## src/cmd_gate_pkg.sv

```systemverilog
// Shared types and constants for the command-delay gate
package cmd_gate_pkg;
  localparam int MCLK_NS = 10;
  localparam int BUS_CLK_NS = 120;
  localparam int BUS_TICK_DIV = (BUS_CLK_NS + MCLK_NS - 1) / MCLK_NS;
  localparam int ADDR_W = 4;
  localparam logic [ADDR_W-1:0] REG_CTRL = 4'h0;
  localparam logic [ADDR_W-1:0] REG_STATUS = 4'h4;
  localparam logic [ADDR_W-1:0] REG_SKIPS = 4'h8;
  localparam int CTRL_MM_BIT = 0;
  localparam logic CTRL_MM_RESET = 1'b0;
  localparam int SKIP_W = 16;
  localparam logic [1:0] NEED_LOCAL = 2'h0;
  localparam logic [1:0] NEED_MM_READ = 2'h1;
  localparam logic [1:0] NEED_MM_WRITE = 2'h2;
  localparam logic [1:0] TICKS_MAX = 2'h3;
  localparam logic [1:0] RESP_OKAY = 2'h0;
  localparam logic [1:0] RESP_SLVERR = 2'h2;

  typedef enum logic [2:0] {
    CYC_NONE, CYC_IACK, CYC_IORD, CYC_IOWR, CYC_HALT, CYC_MRD, CYC_MWR
  } cycle_t;

  typedef enum logic [1:0] {ST_IDLE, ST_STATUS, ST_CMD} gate_state_t;

  typedef struct packed {
    logic mem_io;
    logic s1_n;
    logic s0_n;
  } bus_status_t;

  typedef struct packed {
    logic interrupt_ack_strobe_n;
    logic io_read_strobe_n;
    logic io_write_strobe_n;
    logic memory_read_strobe_n;
    logic memory_write_strobe_n;
  } strobes_t;

  localparam strobes_t STROBES_IDLE = 5'h1f;
endpackage : cmd_gate_pkg

```

## src/bus_command_delay_gate.sv

```systemverilog
// Command strobe gating with AXI4-Lite control
// Operation
// - Delay input first sampled on the tick ending the status state.
// - While delay sampled high, strobe stays off; resample every tick.
// - Local mode: strobe goes active on the tick delay is seen low.
// - Multimaster mode: strobe never earlier than the multimaster timing.
// - Ready may end the cycle while the delay still holds the strobe.
// - Cycle ended without command: no strobe, enable and direction idle.
// - Multimaster read and acknowledge strobes start one tick later.
// - Multimaster write strobes start two ticks later.
// - Delay input affects only strobes, not latch, cascade, enable, direction.
// - Cycle enable latched low: no command, delay and ready ignored.
`timescale 1ns/1ps
module bus_command_delay_gate
  import cmd_gate_pkg::*;
#(
  parameter int TICK_DIV = BUS_TICK_DIV
) (
  input wire logic mclk,
  input wire logic nrst,
  input bus_status_t bus_status,
  input wire logic ready_n,
  input wire logic command_delay_input,
  input wire logic cycle_enable_latched,
  output strobes_t command_strobes_n,
  output logic data_enable_out,
  output logic transfer_direction_out,
  output logic address_latch_out,
  output logic cascade_enable_out,
  input wire logic [ADDR_W-1:0] s_axi_awaddr,
  input wire logic s_axi_awvalid,
  output logic s_axi_awready,
  input wire logic [31:0] s_axi_wdata,
  input wire logic [3:0] s_axi_wstrb,
  input wire logic s_axi_wvalid,
  output logic s_axi_wready,
  output logic [1:0] s_axi_bresp,
  output logic s_axi_bvalid,
  input wire logic s_axi_bready,
  input wire logic [ADDR_W-1:0] s_axi_araddr,
  input wire logic s_axi_arvalid,
  output logic s_axi_arready,
  output logic [31:0] s_axi_rdata,
  output logic [1:0] s_axi_rresp,
  output logic s_axi_rvalid,
  input wire logic s_axi_rready
);
  logic tick;
  cycle_t new_type;
  cycle_t cyc_type;
  gate_state_t state;
  logic multimaster_mode_select;
  logic cen_ok;
  logic dly_seen;
  logic cmd_on;
  logic [1:0] tc_ticks;
  logic [1:0] need;
  logic [SKIP_W-1:0] skips;

  bus_tick_gen #(.DIV(TICK_DIV)) u_tick (
    .mclk(mclk),
    .nrst(nrst),
    .tick(tick)
  );

  cycle_decode u_dec (
    .status(bus_status),
    .cycle(new_type)
  );

  // Cycle classification
  wire type_read = (cyc_type == CYC_MRD) || (cyc_type == CYC_IORD) || (cyc_type == CYC_IACK);
  wire type_write = (cyc_type == CYC_MWR) || (cyc_type == CYC_IOWR);
  wire new_write = (new_type == CYC_MWR) || (new_type == CYC_IOWR);
  wire start = tick && (state == ST_IDLE) && (new_type != CYC_NONE);
  wire ts_end = tick && (state == ST_STATUS) && (cyc_type != CYC_HALT);
  wire halt_end = tick && (state == ST_STATUS) && (cyc_type == CYC_HALT);
  wire cmd_tick = tick && (state == ST_CMD);
  wire restart = cmd_tick && !cen_ok && (new_type != CYC_NONE);
  wire ready_end = cmd_tick && cen_ok && !ready_n;
  wire cycle_live = ts_end ? cycle_enable_latched : cen_ok;
  wire next_dly = ts_end ? !command_delay_input : (dly_seen || !command_delay_input);
  wire [1:0] tick_inc = (tc_ticks == TICKS_MAX) ? tc_ticks : tc_ticks + 2'h1;
  wire [1:0] next_ticks = ts_end ? 2'h0 : tick_inc;
  wire [1:0] mode_need = !multimaster_mode_select ? NEED_LOCAL :
                         (type_write ? NEED_MM_WRITE : NEED_MM_READ);
  wire [1:0] next_need = ts_end ? mode_need : need;
  wire next_cmd_on = (ts_end || cmd_tick) && !ready_end && cycle_live && next_dly
                     && (next_ticks >= next_need);

  // One strobe for the latched type
  strobes_t next_strobes;
  always_comb
  begin
    next_strobes = STROBES_IDLE;
    next_strobes.interrupt_ack_strobe_n = !(next_cmd_on && cyc_type == CYC_IACK);
    next_strobes.io_read_strobe_n = !(next_cmd_on && cyc_type == CYC_IORD);
    next_strobes.io_write_strobe_n = !(next_cmd_on && cyc_type == CYC_IOWR);
    next_strobes.memory_read_strobe_n = !(next_cmd_on && cyc_type == CYC_MRD);
    next_strobes.memory_write_strobe_n = !(next_cmd_on && cyc_type == CYC_MWR);
  end

  // Control outputs ignore the delay input
  wire next_data_en = start ? (new_write && !multimaster_mode_select) :
                  ts_end ? (cycle_enable_latched && (type_read || type_write)) :
                  (ready_end || restart) ? 1'b0 : data_enable_out;
  wire next_dir = ts_end ? !(cycle_enable_latched && type_read) :
                  (ready_end || restart) ? 1'b1 : transfer_direction_out;

  gate_state_t next_state;
  always_comb
  begin
    case (state)
      ST_IDLE: next_state = start ? ST_STATUS : ST_IDLE;
      ST_STATUS: next_state = halt_end ? ST_IDLE : (ts_end ? ST_CMD : ST_STATUS);
      ST_CMD: next_state = restart ? ST_STATUS : (ready_end ? ST_IDLE : ST_CMD);
      default: next_state = ST_IDLE;
    endcase
  end

  always_ff @(posedge mclk or negedge nrst)
  begin
    if (!nrst)
    begin
      state <= ST_IDLE;
      cyc_type <= CYC_NONE;
      cen_ok <= 1'b0;
      dly_seen <= 1'b0;
      cmd_on <= 1'b0;
      tc_ticks <= 2'h0;
      need <= NEED_LOCAL;
      command_strobes_n <= STROBES_IDLE;
      data_enable_out <= 1'b0;
      transfer_direction_out <= 1'b1;
    end
    else if (tick)
    begin
      state <= next_state;
      cyc_type <= (start || restart) ? new_type : cyc_type;
      cen_ok <= ts_end ? cycle_enable_latched : cen_ok;
      dly_seen <= next_dly;
      cmd_on <= next_cmd_on;
      tc_ticks <= next_ticks;
      need <= next_need;
      command_strobes_n <= next_strobes;
      data_enable_out <= next_data_en;
      transfer_direction_out <= next_dir;
    end
  end

  // Address latch and cascade enable
  always_ff @(posedge mclk or negedge nrst)
  begin
    if (!nrst)
    begin
      address_latch_out <= 1'b0;
      cascade_enable_out <= 1'b0;
    end
    else if (tick)
    begin
      address_latch_out <= (start || restart) ? (new_type != CYC_HALT) : 1'b0;
      cascade_enable_out <= (start || restart) ? (new_type == CYC_IACK) :
                            (ts_end ? cascade_enable_out : 1'b0);
    end
  end

  always_ff @(posedge mclk or negedge nrst)
  begin
    if (!nrst)
      skips <= '0;
    else if (ready_end && !cmd_on)
      skips <= skips + SKIP_W'(1);
  end

  // AXI4-Lite slave
  logic aw_held;
  logic w_held;
  logic [ADDR_W-1:0] aw_addr;
  logic [31:0] w_data;
  logic [3:0] w_strb;
  wire aw_take = s_axi_awvalid && s_axi_awready;
  wire w_take = s_axi_wvalid && s_axi_wready;
  wire do_write = aw_held && w_held && !s_axi_bvalid;
  wire next_aw_held = (aw_held || aw_take) && !do_write;
  wire next_w_held = (w_held || w_take) && !do_write;
  wire next_bvalid = do_write || (s_axi_bvalid && !s_axi_bready);
  wire wr_ctrl = do_write && (aw_addr == REG_CTRL) && w_strb[0];
  wire wr_known = (aw_addr == REG_CTRL) || (aw_addr == REG_STATUS) || (aw_addr == REG_SKIPS);
  wire ar_take = s_axi_arvalid && s_axi_arready;
  wire rd_known = (s_axi_araddr == REG_CTRL) || (s_axi_araddr == REG_STATUS)
                  || (s_axi_araddr == REG_SKIPS);
  wire [31:0] status_word = {18'h0, skips == '0, cen_ok, dly_seen, cmd_on, 1'b0,
                             cyc_type, 2'h0, state, tc_ticks};
  wire [31:0] rd_word = (s_axi_araddr == REG_CTRL) ? {31'h0, multimaster_mode_select} :
                        (s_axi_araddr == REG_STATUS) ? status_word :
                        (s_axi_araddr == REG_SKIPS) ? {{(32 - SKIP_W){1'b0}}, skips} : 32'h0;
  wire next_rvalid = ar_take || (s_axi_rvalid && !s_axi_rready);

  always_ff @(posedge mclk or negedge nrst)
  begin
    if (!nrst)
    begin
      aw_held <= 1'b0;
      w_held <= 1'b0;
      aw_addr <= '0;
      w_data <= 32'h0;
      w_strb <= 4'h0;
      s_axi_awready <= 1'b0;
      s_axi_wready <= 1'b0;
      s_axi_bvalid <= 1'b0;
      s_axi_bresp <= RESP_OKAY;
      multimaster_mode_select <= CTRL_MM_RESET;
    end
    else
    begin
      aw_held <= next_aw_held;
      w_held <= next_w_held;
      aw_addr <= aw_take ? s_axi_awaddr : aw_addr;
      w_data <= w_take ? s_axi_wdata : w_data;
      w_strb <= w_take ? s_axi_wstrb : w_strb;
      s_axi_awready <= !next_aw_held && !next_bvalid;
      s_axi_wready <= !next_w_held && !next_bvalid;
      s_axi_bvalid <= next_bvalid;
      s_axi_bresp <= do_write ? (wr_known ? RESP_OKAY : RESP_SLVERR) : s_axi_bresp;
      multimaster_mode_select <= wr_ctrl ? w_data[CTRL_MM_BIT] : multimaster_mode_select;
    end
  end

  always_ff @(posedge mclk or negedge nrst)
  begin
    if (!nrst)
    begin
      s_axi_arready <= 1'b0;
      s_axi_rvalid <= 1'b0;
      s_axi_rdata <= 32'h0;
      s_axi_rresp <= RESP_OKAY;
    end
    else
    begin
      s_axi_arready <= !next_rvalid;
      s_axi_rvalid <= next_rvalid;
      s_axi_rdata <= ar_take ? rd_word : s_axi_rdata;
      s_axi_rresp <= ar_take ? (rd_known ? RESP_OKAY : RESP_SLVERR) : s_axi_rresp;
    end
  end

  wire any_strobe = (command_strobes_n != STROBES_IDLE);
endmodule : bus_command_delay_gate

```

## src/bus_tick_gen.sv

```systemverilog
// Divider giving one-cycle bus-clock tick enables
`timescale 1ns/1ps
module bus_tick_gen #(
  parameter int DIV = 12
) (
  input wire logic mclk,
  input wire logic nrst,
  output logic tick
);
  localparam int CW = $clog2(DIV + 1);
  logic [CW-1:0] count;
  wire wrap = (count == CW'(DIV - 1));

  always_ff @(posedge mclk or negedge nrst)
  begin
    if (!nrst)
    begin
      count <= '0;
      tick <= 1'b0;
    end
    else
    begin
      count <= wrap ? '0 : count + CW'(1);
      tick <= wrap;
    end
  end
endmodule : bus_tick_gen

```

## src/cycle_decode.sv

```systemverilog
// Status pins to bus cycle type
`timescale 1ns/1ps
module cycle_decode
  import cmd_gate_pkg::*;
(
  input bus_status_t status,
  output cycle_t cycle
);
  always_comb
  begin
    case ({status.mem_io, status.s1_n, status.s0_n})
      3'h0: cycle = CYC_IACK;
      3'h1: cycle = CYC_IORD;
      3'h2: cycle = CYC_IOWR;
      3'h4: cycle = CYC_HALT;
      3'h5: cycle = CYC_MRD;
      3'h6: cycle = CYC_MWR;
      default: cycle = CYC_NONE;
    endcase
  end
endmodule : cycle_decode

```

## config.mk

```make
export PLATFORM = sky130hd
export DESIGN_NAME = bus_command_delay_gate
export DESIGN_NICKNAME = d
export VERILOG_FILES = /design/src/cmd_gate_pkg.sv /design/src/bus_command_delay_gate.sv /design/src/bus_tick_gen.sv /design/src/cycle_decode.sv
export SDC_FILE = /design/constraint.sdc
export NUM_CORES = 1
export LEC_CHECK = 0
export ABC_AREA = 0
export BUFFER_PORTS_ARGS = -buffer_cell sky130_fd_sc_hd__buf_2
export CORE_UTILIZATION = 35
export CTS_CLUSTER_SIZE = 30
export DETAILED_ROUTE_END_ITERATION = 12
export SYNTH_ARGS = -nofsm -noshare
export SYNTH_HDL_FRONTEND = slang
export SYNTH_SLANG_ARGS = --single-unit
```

## constraint.sdc

```tcl
create_clock -name mclk -period 2.2 [get_ports mclk]
set_clock_uncertainty 0.2 [all_clocks]
set_input_delay 0.44 -clock mclk [delete_from_list [all_inputs] [get_ports mclk]]
set_output_delay 0.44 -clock mclk [all_outputs]
set_load 0.02 [all_outputs]
```

==> flow_metrics.py <==
metrics = {
    "outcome": {
        "outcome": "complete, but fails checks",
        "violations": "setup timing",
    },
    "cts": {
        "cts_buffers": 9,
        "clock_sinks": 74,
        "worstSkewPairLatency_ps": 350,
        "cts_root_buffer": "clkbuf_8",
        "cts_tree": "done",
        "path_clk_slew_ps": 80,
        "htreeDepth": 3,
        "clockBufferDepth": 2,
    },
    "floorplanning": {
        "fp.dieArea_mm2": 0.0104,
        "start_util_pct": 36.1,
        "io_pins": 107,
        "die_x_um": 102,
        "die_h_um": 102,
        "num_rows": 36,
        "core_mm2": 0.00973,
    },
    "route": {
        "antenna_left": 0,
        "routed_via_density": 4.79,
        "dr_total_vias": 2606,
        "wl_per_cell_um": 13.6,
        "route.detailed.drc": 0,
        "m1WireLength_um": 3490,
        "dr_wl_met3_um": 286,
        "top_layer": "met4",
        "wl_met2_um": 3480,
        "drt-total-wl_um": 7380,
        "drt-pass1-iter-count": 4,
        "drt_iter0_drc": 54,
    },
    "timing": {
        "finalMaxSlewViolations": 0,
        "rsz0062_at_grt": "yes",
        "fin_tns_setup_ps": -16.0,
        "worst_pin_slew_ps": 525,
        "setup_slack_ps": -16.0,
        "relSlewSlack_pct": 64.9,
        "fin_crit_ps": 2220,
        "fmax_mhz": 451,
        "finalCritPeriodShare_pct": 101,
        "final-hold-violation-count": 0,
        "finalSetupViolCount": 1,
    },
    "worst_setup_path": {
        "path_max_fanout": 6,
        "critPathArrivalTime_ps": 2260,
        "crit_required_ps": 2240,
        "cp-start-kind": "flip-flop",
        "r2r-start": "cyc_type[1]$_DFFE_PN0P_",
        "r2r_cells": 8,
        "cp-end-kind": "flip-flop",
        "regToRegSetupSlack_ps": -20,
        "worstReg2RegEnd": "cmd_on$_DFFE_PN0P_",
        "path_class": "reg2reg",
    },
    "layout": {
        "antenna_cells": 0,
        "drive_gt1_share_pct": 27.5,
        "nets": 468,
        "layout_common_cells": "dfrtp_1, buf_2, nand2_1, nor2_1, conb_1",
        "final_common_cell": "dfrtp_1",
        "area_growth_pct": 18.8,
    },
    "power_and_ir_drop": {
        "ir_drop_uv": 569,
        "p_per_area_mw_per_mm2": 789,
        "power.leakage_nw": 1.99,
    },
    "global_route": {
        "track_usage_pct": 15.9,
        "antenna_found_initial": 0,
        "gr-total-overflow": 0,
        "grt_max_degree": 75,
        "grt_pass1_wl_um": 12500,
        "first_global_vias": 2606,
    },
    "yosys": {
        "syn_area_per_cell_um2": 10.4,
        "synth.top_cell.area_share_pct": 48.5,
        "yosysWarnings": 0,
        "syn_inst": 337,
        "async_flop_share_pct": 100,
        "netlist_area_mm2": 0.00351,
        "synth_largest_area_cell": "dfrtp_1",
        "synthDistinctLibCells": 52,
        "ys.flop_type": "dfrtp_1",
        "synth_edf_count": 0,
        "synth_seq_cells": 74,
        "ys_seq_area_share_pct": 53.0,
        "synthTopCellsByArea": "dfrtp_1, dfstp_2, buf_4",
    },
    "min_path": {
        "min_to": "s_axi_wready$_DFF_PN0_",
        "holdPathStages": 2,
        "min_from": "s_axi_wvalid",
        "holdCritPathClass": "in2reg",
    },
    "placed_design": {
        "place_ws_ps": -25.3,
        "globalplace.congestion": 0.772,
        "io_buffers": 54,
        "hpwl_um": 5340,
    },
    "job": {
        "cap_viol_max_count": 0,
    },
}
how the worst max path moves through the flow:
stage	startpoint	endpoint	slack, ps
after floorplan	cyc_type[2]$_DFFE_PN0P_	cmd_on$_DFFE_PN0P_	-3
after detailed placement	cyc_type[0]$_DFFE_PN0P_	cmd_on$_DFFE_PN0P_	-30
after CTS	cyc_type[0]$_DFFE_PN0P_	cmd_on$_DFFE_PN0P_	-30
final	cyc_type[1]$_DFFE_PN0P_	cmd_on$_DFFE_PN0P_	-20
after global routing	cyc_type[1]$_DFFE_PN0P_	cmd_on$_DFFE_PN0P_	-70
after global placement	cyc_type[0]$_DFFE_PN0P_	cmd_on$_DFFE_PN0P_	-20
worst max-delay path, cell delays in order (launching register included):
cell and delay, ps:
dfrtp_1 380, or3b_4 410, and3_4 190, nand3_2 70
nand2_1 50, ha_1 260, nand2b_4 140, a21o_4 230
a22o_1 180
where the power goes:
group / switching, mW / internal [mW] / leakage [nW]
Sequential: 0.128 / 1.54 / 0.944
Combinational: 0.361 / 0.257 / 0.959
Clock: 0.533 / 0.472 / 0.0838
Total: 1.02 / 2.27 / 1.99
synth_stat cells, types with 2 or more instances:
| library cell | n |
|---|---|
| nand2b_1 | 3 |
| mux2_2 | 9 |
| nor4_1 | 3 |
| and3_1 | 3 |
| buf_2 | 3 |
| clkbuf_1 | 6 |
| nor2b_1 | 6 |
| a21oi_1 | 7 |
| a31oi_1 | 5 |
| o22a_1 | 2 |
| nand2_1 | 40 |
| xnor2_1 | 11 |
| o21ai_1 | 7 |
| a22o_1 | 7 |
| dfstp_2 | 6 |
| nor4b_1 | 2 |
| nor3_1 | 4 |
| nor3b_1 | 2 |
| nand3_1 | 10 |
| ha_1 | 5 |
| mux2i_1 | 4 |
| a211oi_1 | 3 |
| nand3_2 | 2 |
| a21o_1 | 4 |
| a22oi_1 | 7 |
| o21ai_0 | 17 |
| inv_1 | 12 |
| or2_2 | 2 |
| and4_1 | 2 |
| dfrtp_1 | 68 |
| buf_4 | 20 |
| nand4_1 | 5 |
| nor2_1 | 26 |
| xor2_1 | 6 |
through the flow:
step / util [%] / power [mW] / instances / cell area, µm² / hold WS, ps
4_1_cts: 42.6 / 3.32 / 543 / 4150 / 70.5
3_3_place_gp: 40.4 / 2.29 / 524 / 3930 / 247
2_1_floorplan: - / 2.09 / 354 / 3580 / -55.6
5_1_grt: 42.8 / 3.49 / 544 / 4170 / 84.4
6_report: 42.8 / 3.29 / 544 / 4170 / 86.0
3_5_place_dp: 40.4 / 2.31 / 524 / 3930 / 248
registers in the layout, summed over array words and instances, names as in the netlist, 2 cells and up:
name / flops
s_axi_rdata: 16
skips: 16
command_strobes_n: 5
aw_addr: 4
u_tick.count: 4
cyc_type: 3
need: 2
state: 2
tc_ticks: 2
routing by layer:
layer  track usage (%)  vias to the layer above
li1                  -                     1279
met2              26.6                       62
met4              6.59                        0
met3              3.76                       10
met5                 0                        -
met1              19.7                     1255
kinds of logic after synthesis:
group | synth area share [%]
other | 0.107
AOI/OAI and AO/OA | 12.2
adders and majority gates | 1.78
buffers and inverters | 6.63
and+or+nand+nor | 17.7
xor gates and xnor gates | 4.24
DFF | 53.0
muxes | 4.35
repair_timing:
action,CTS,global route
endpoints found under the setup margin,5,6
resized for setup,0,2
hold buffers,1,0
endpoints found under the hold margin,68,0
pin swaps,3,3
setup buffers,2,1
cell type report:
class / instances / area, µm²
Clock inverter: 5 / 38.8
Multi-Input combinational cell: 239 / 1500
Tap cell: 133 / 166
Sequential cell: 74 / 1860
Timing Repair Buffer: 70 / 405
Fill cell: 966 / 5560
Clock buffer: 11 / 151
Inverter: 12 / 45.0
(Power assumes the default switching activity.)
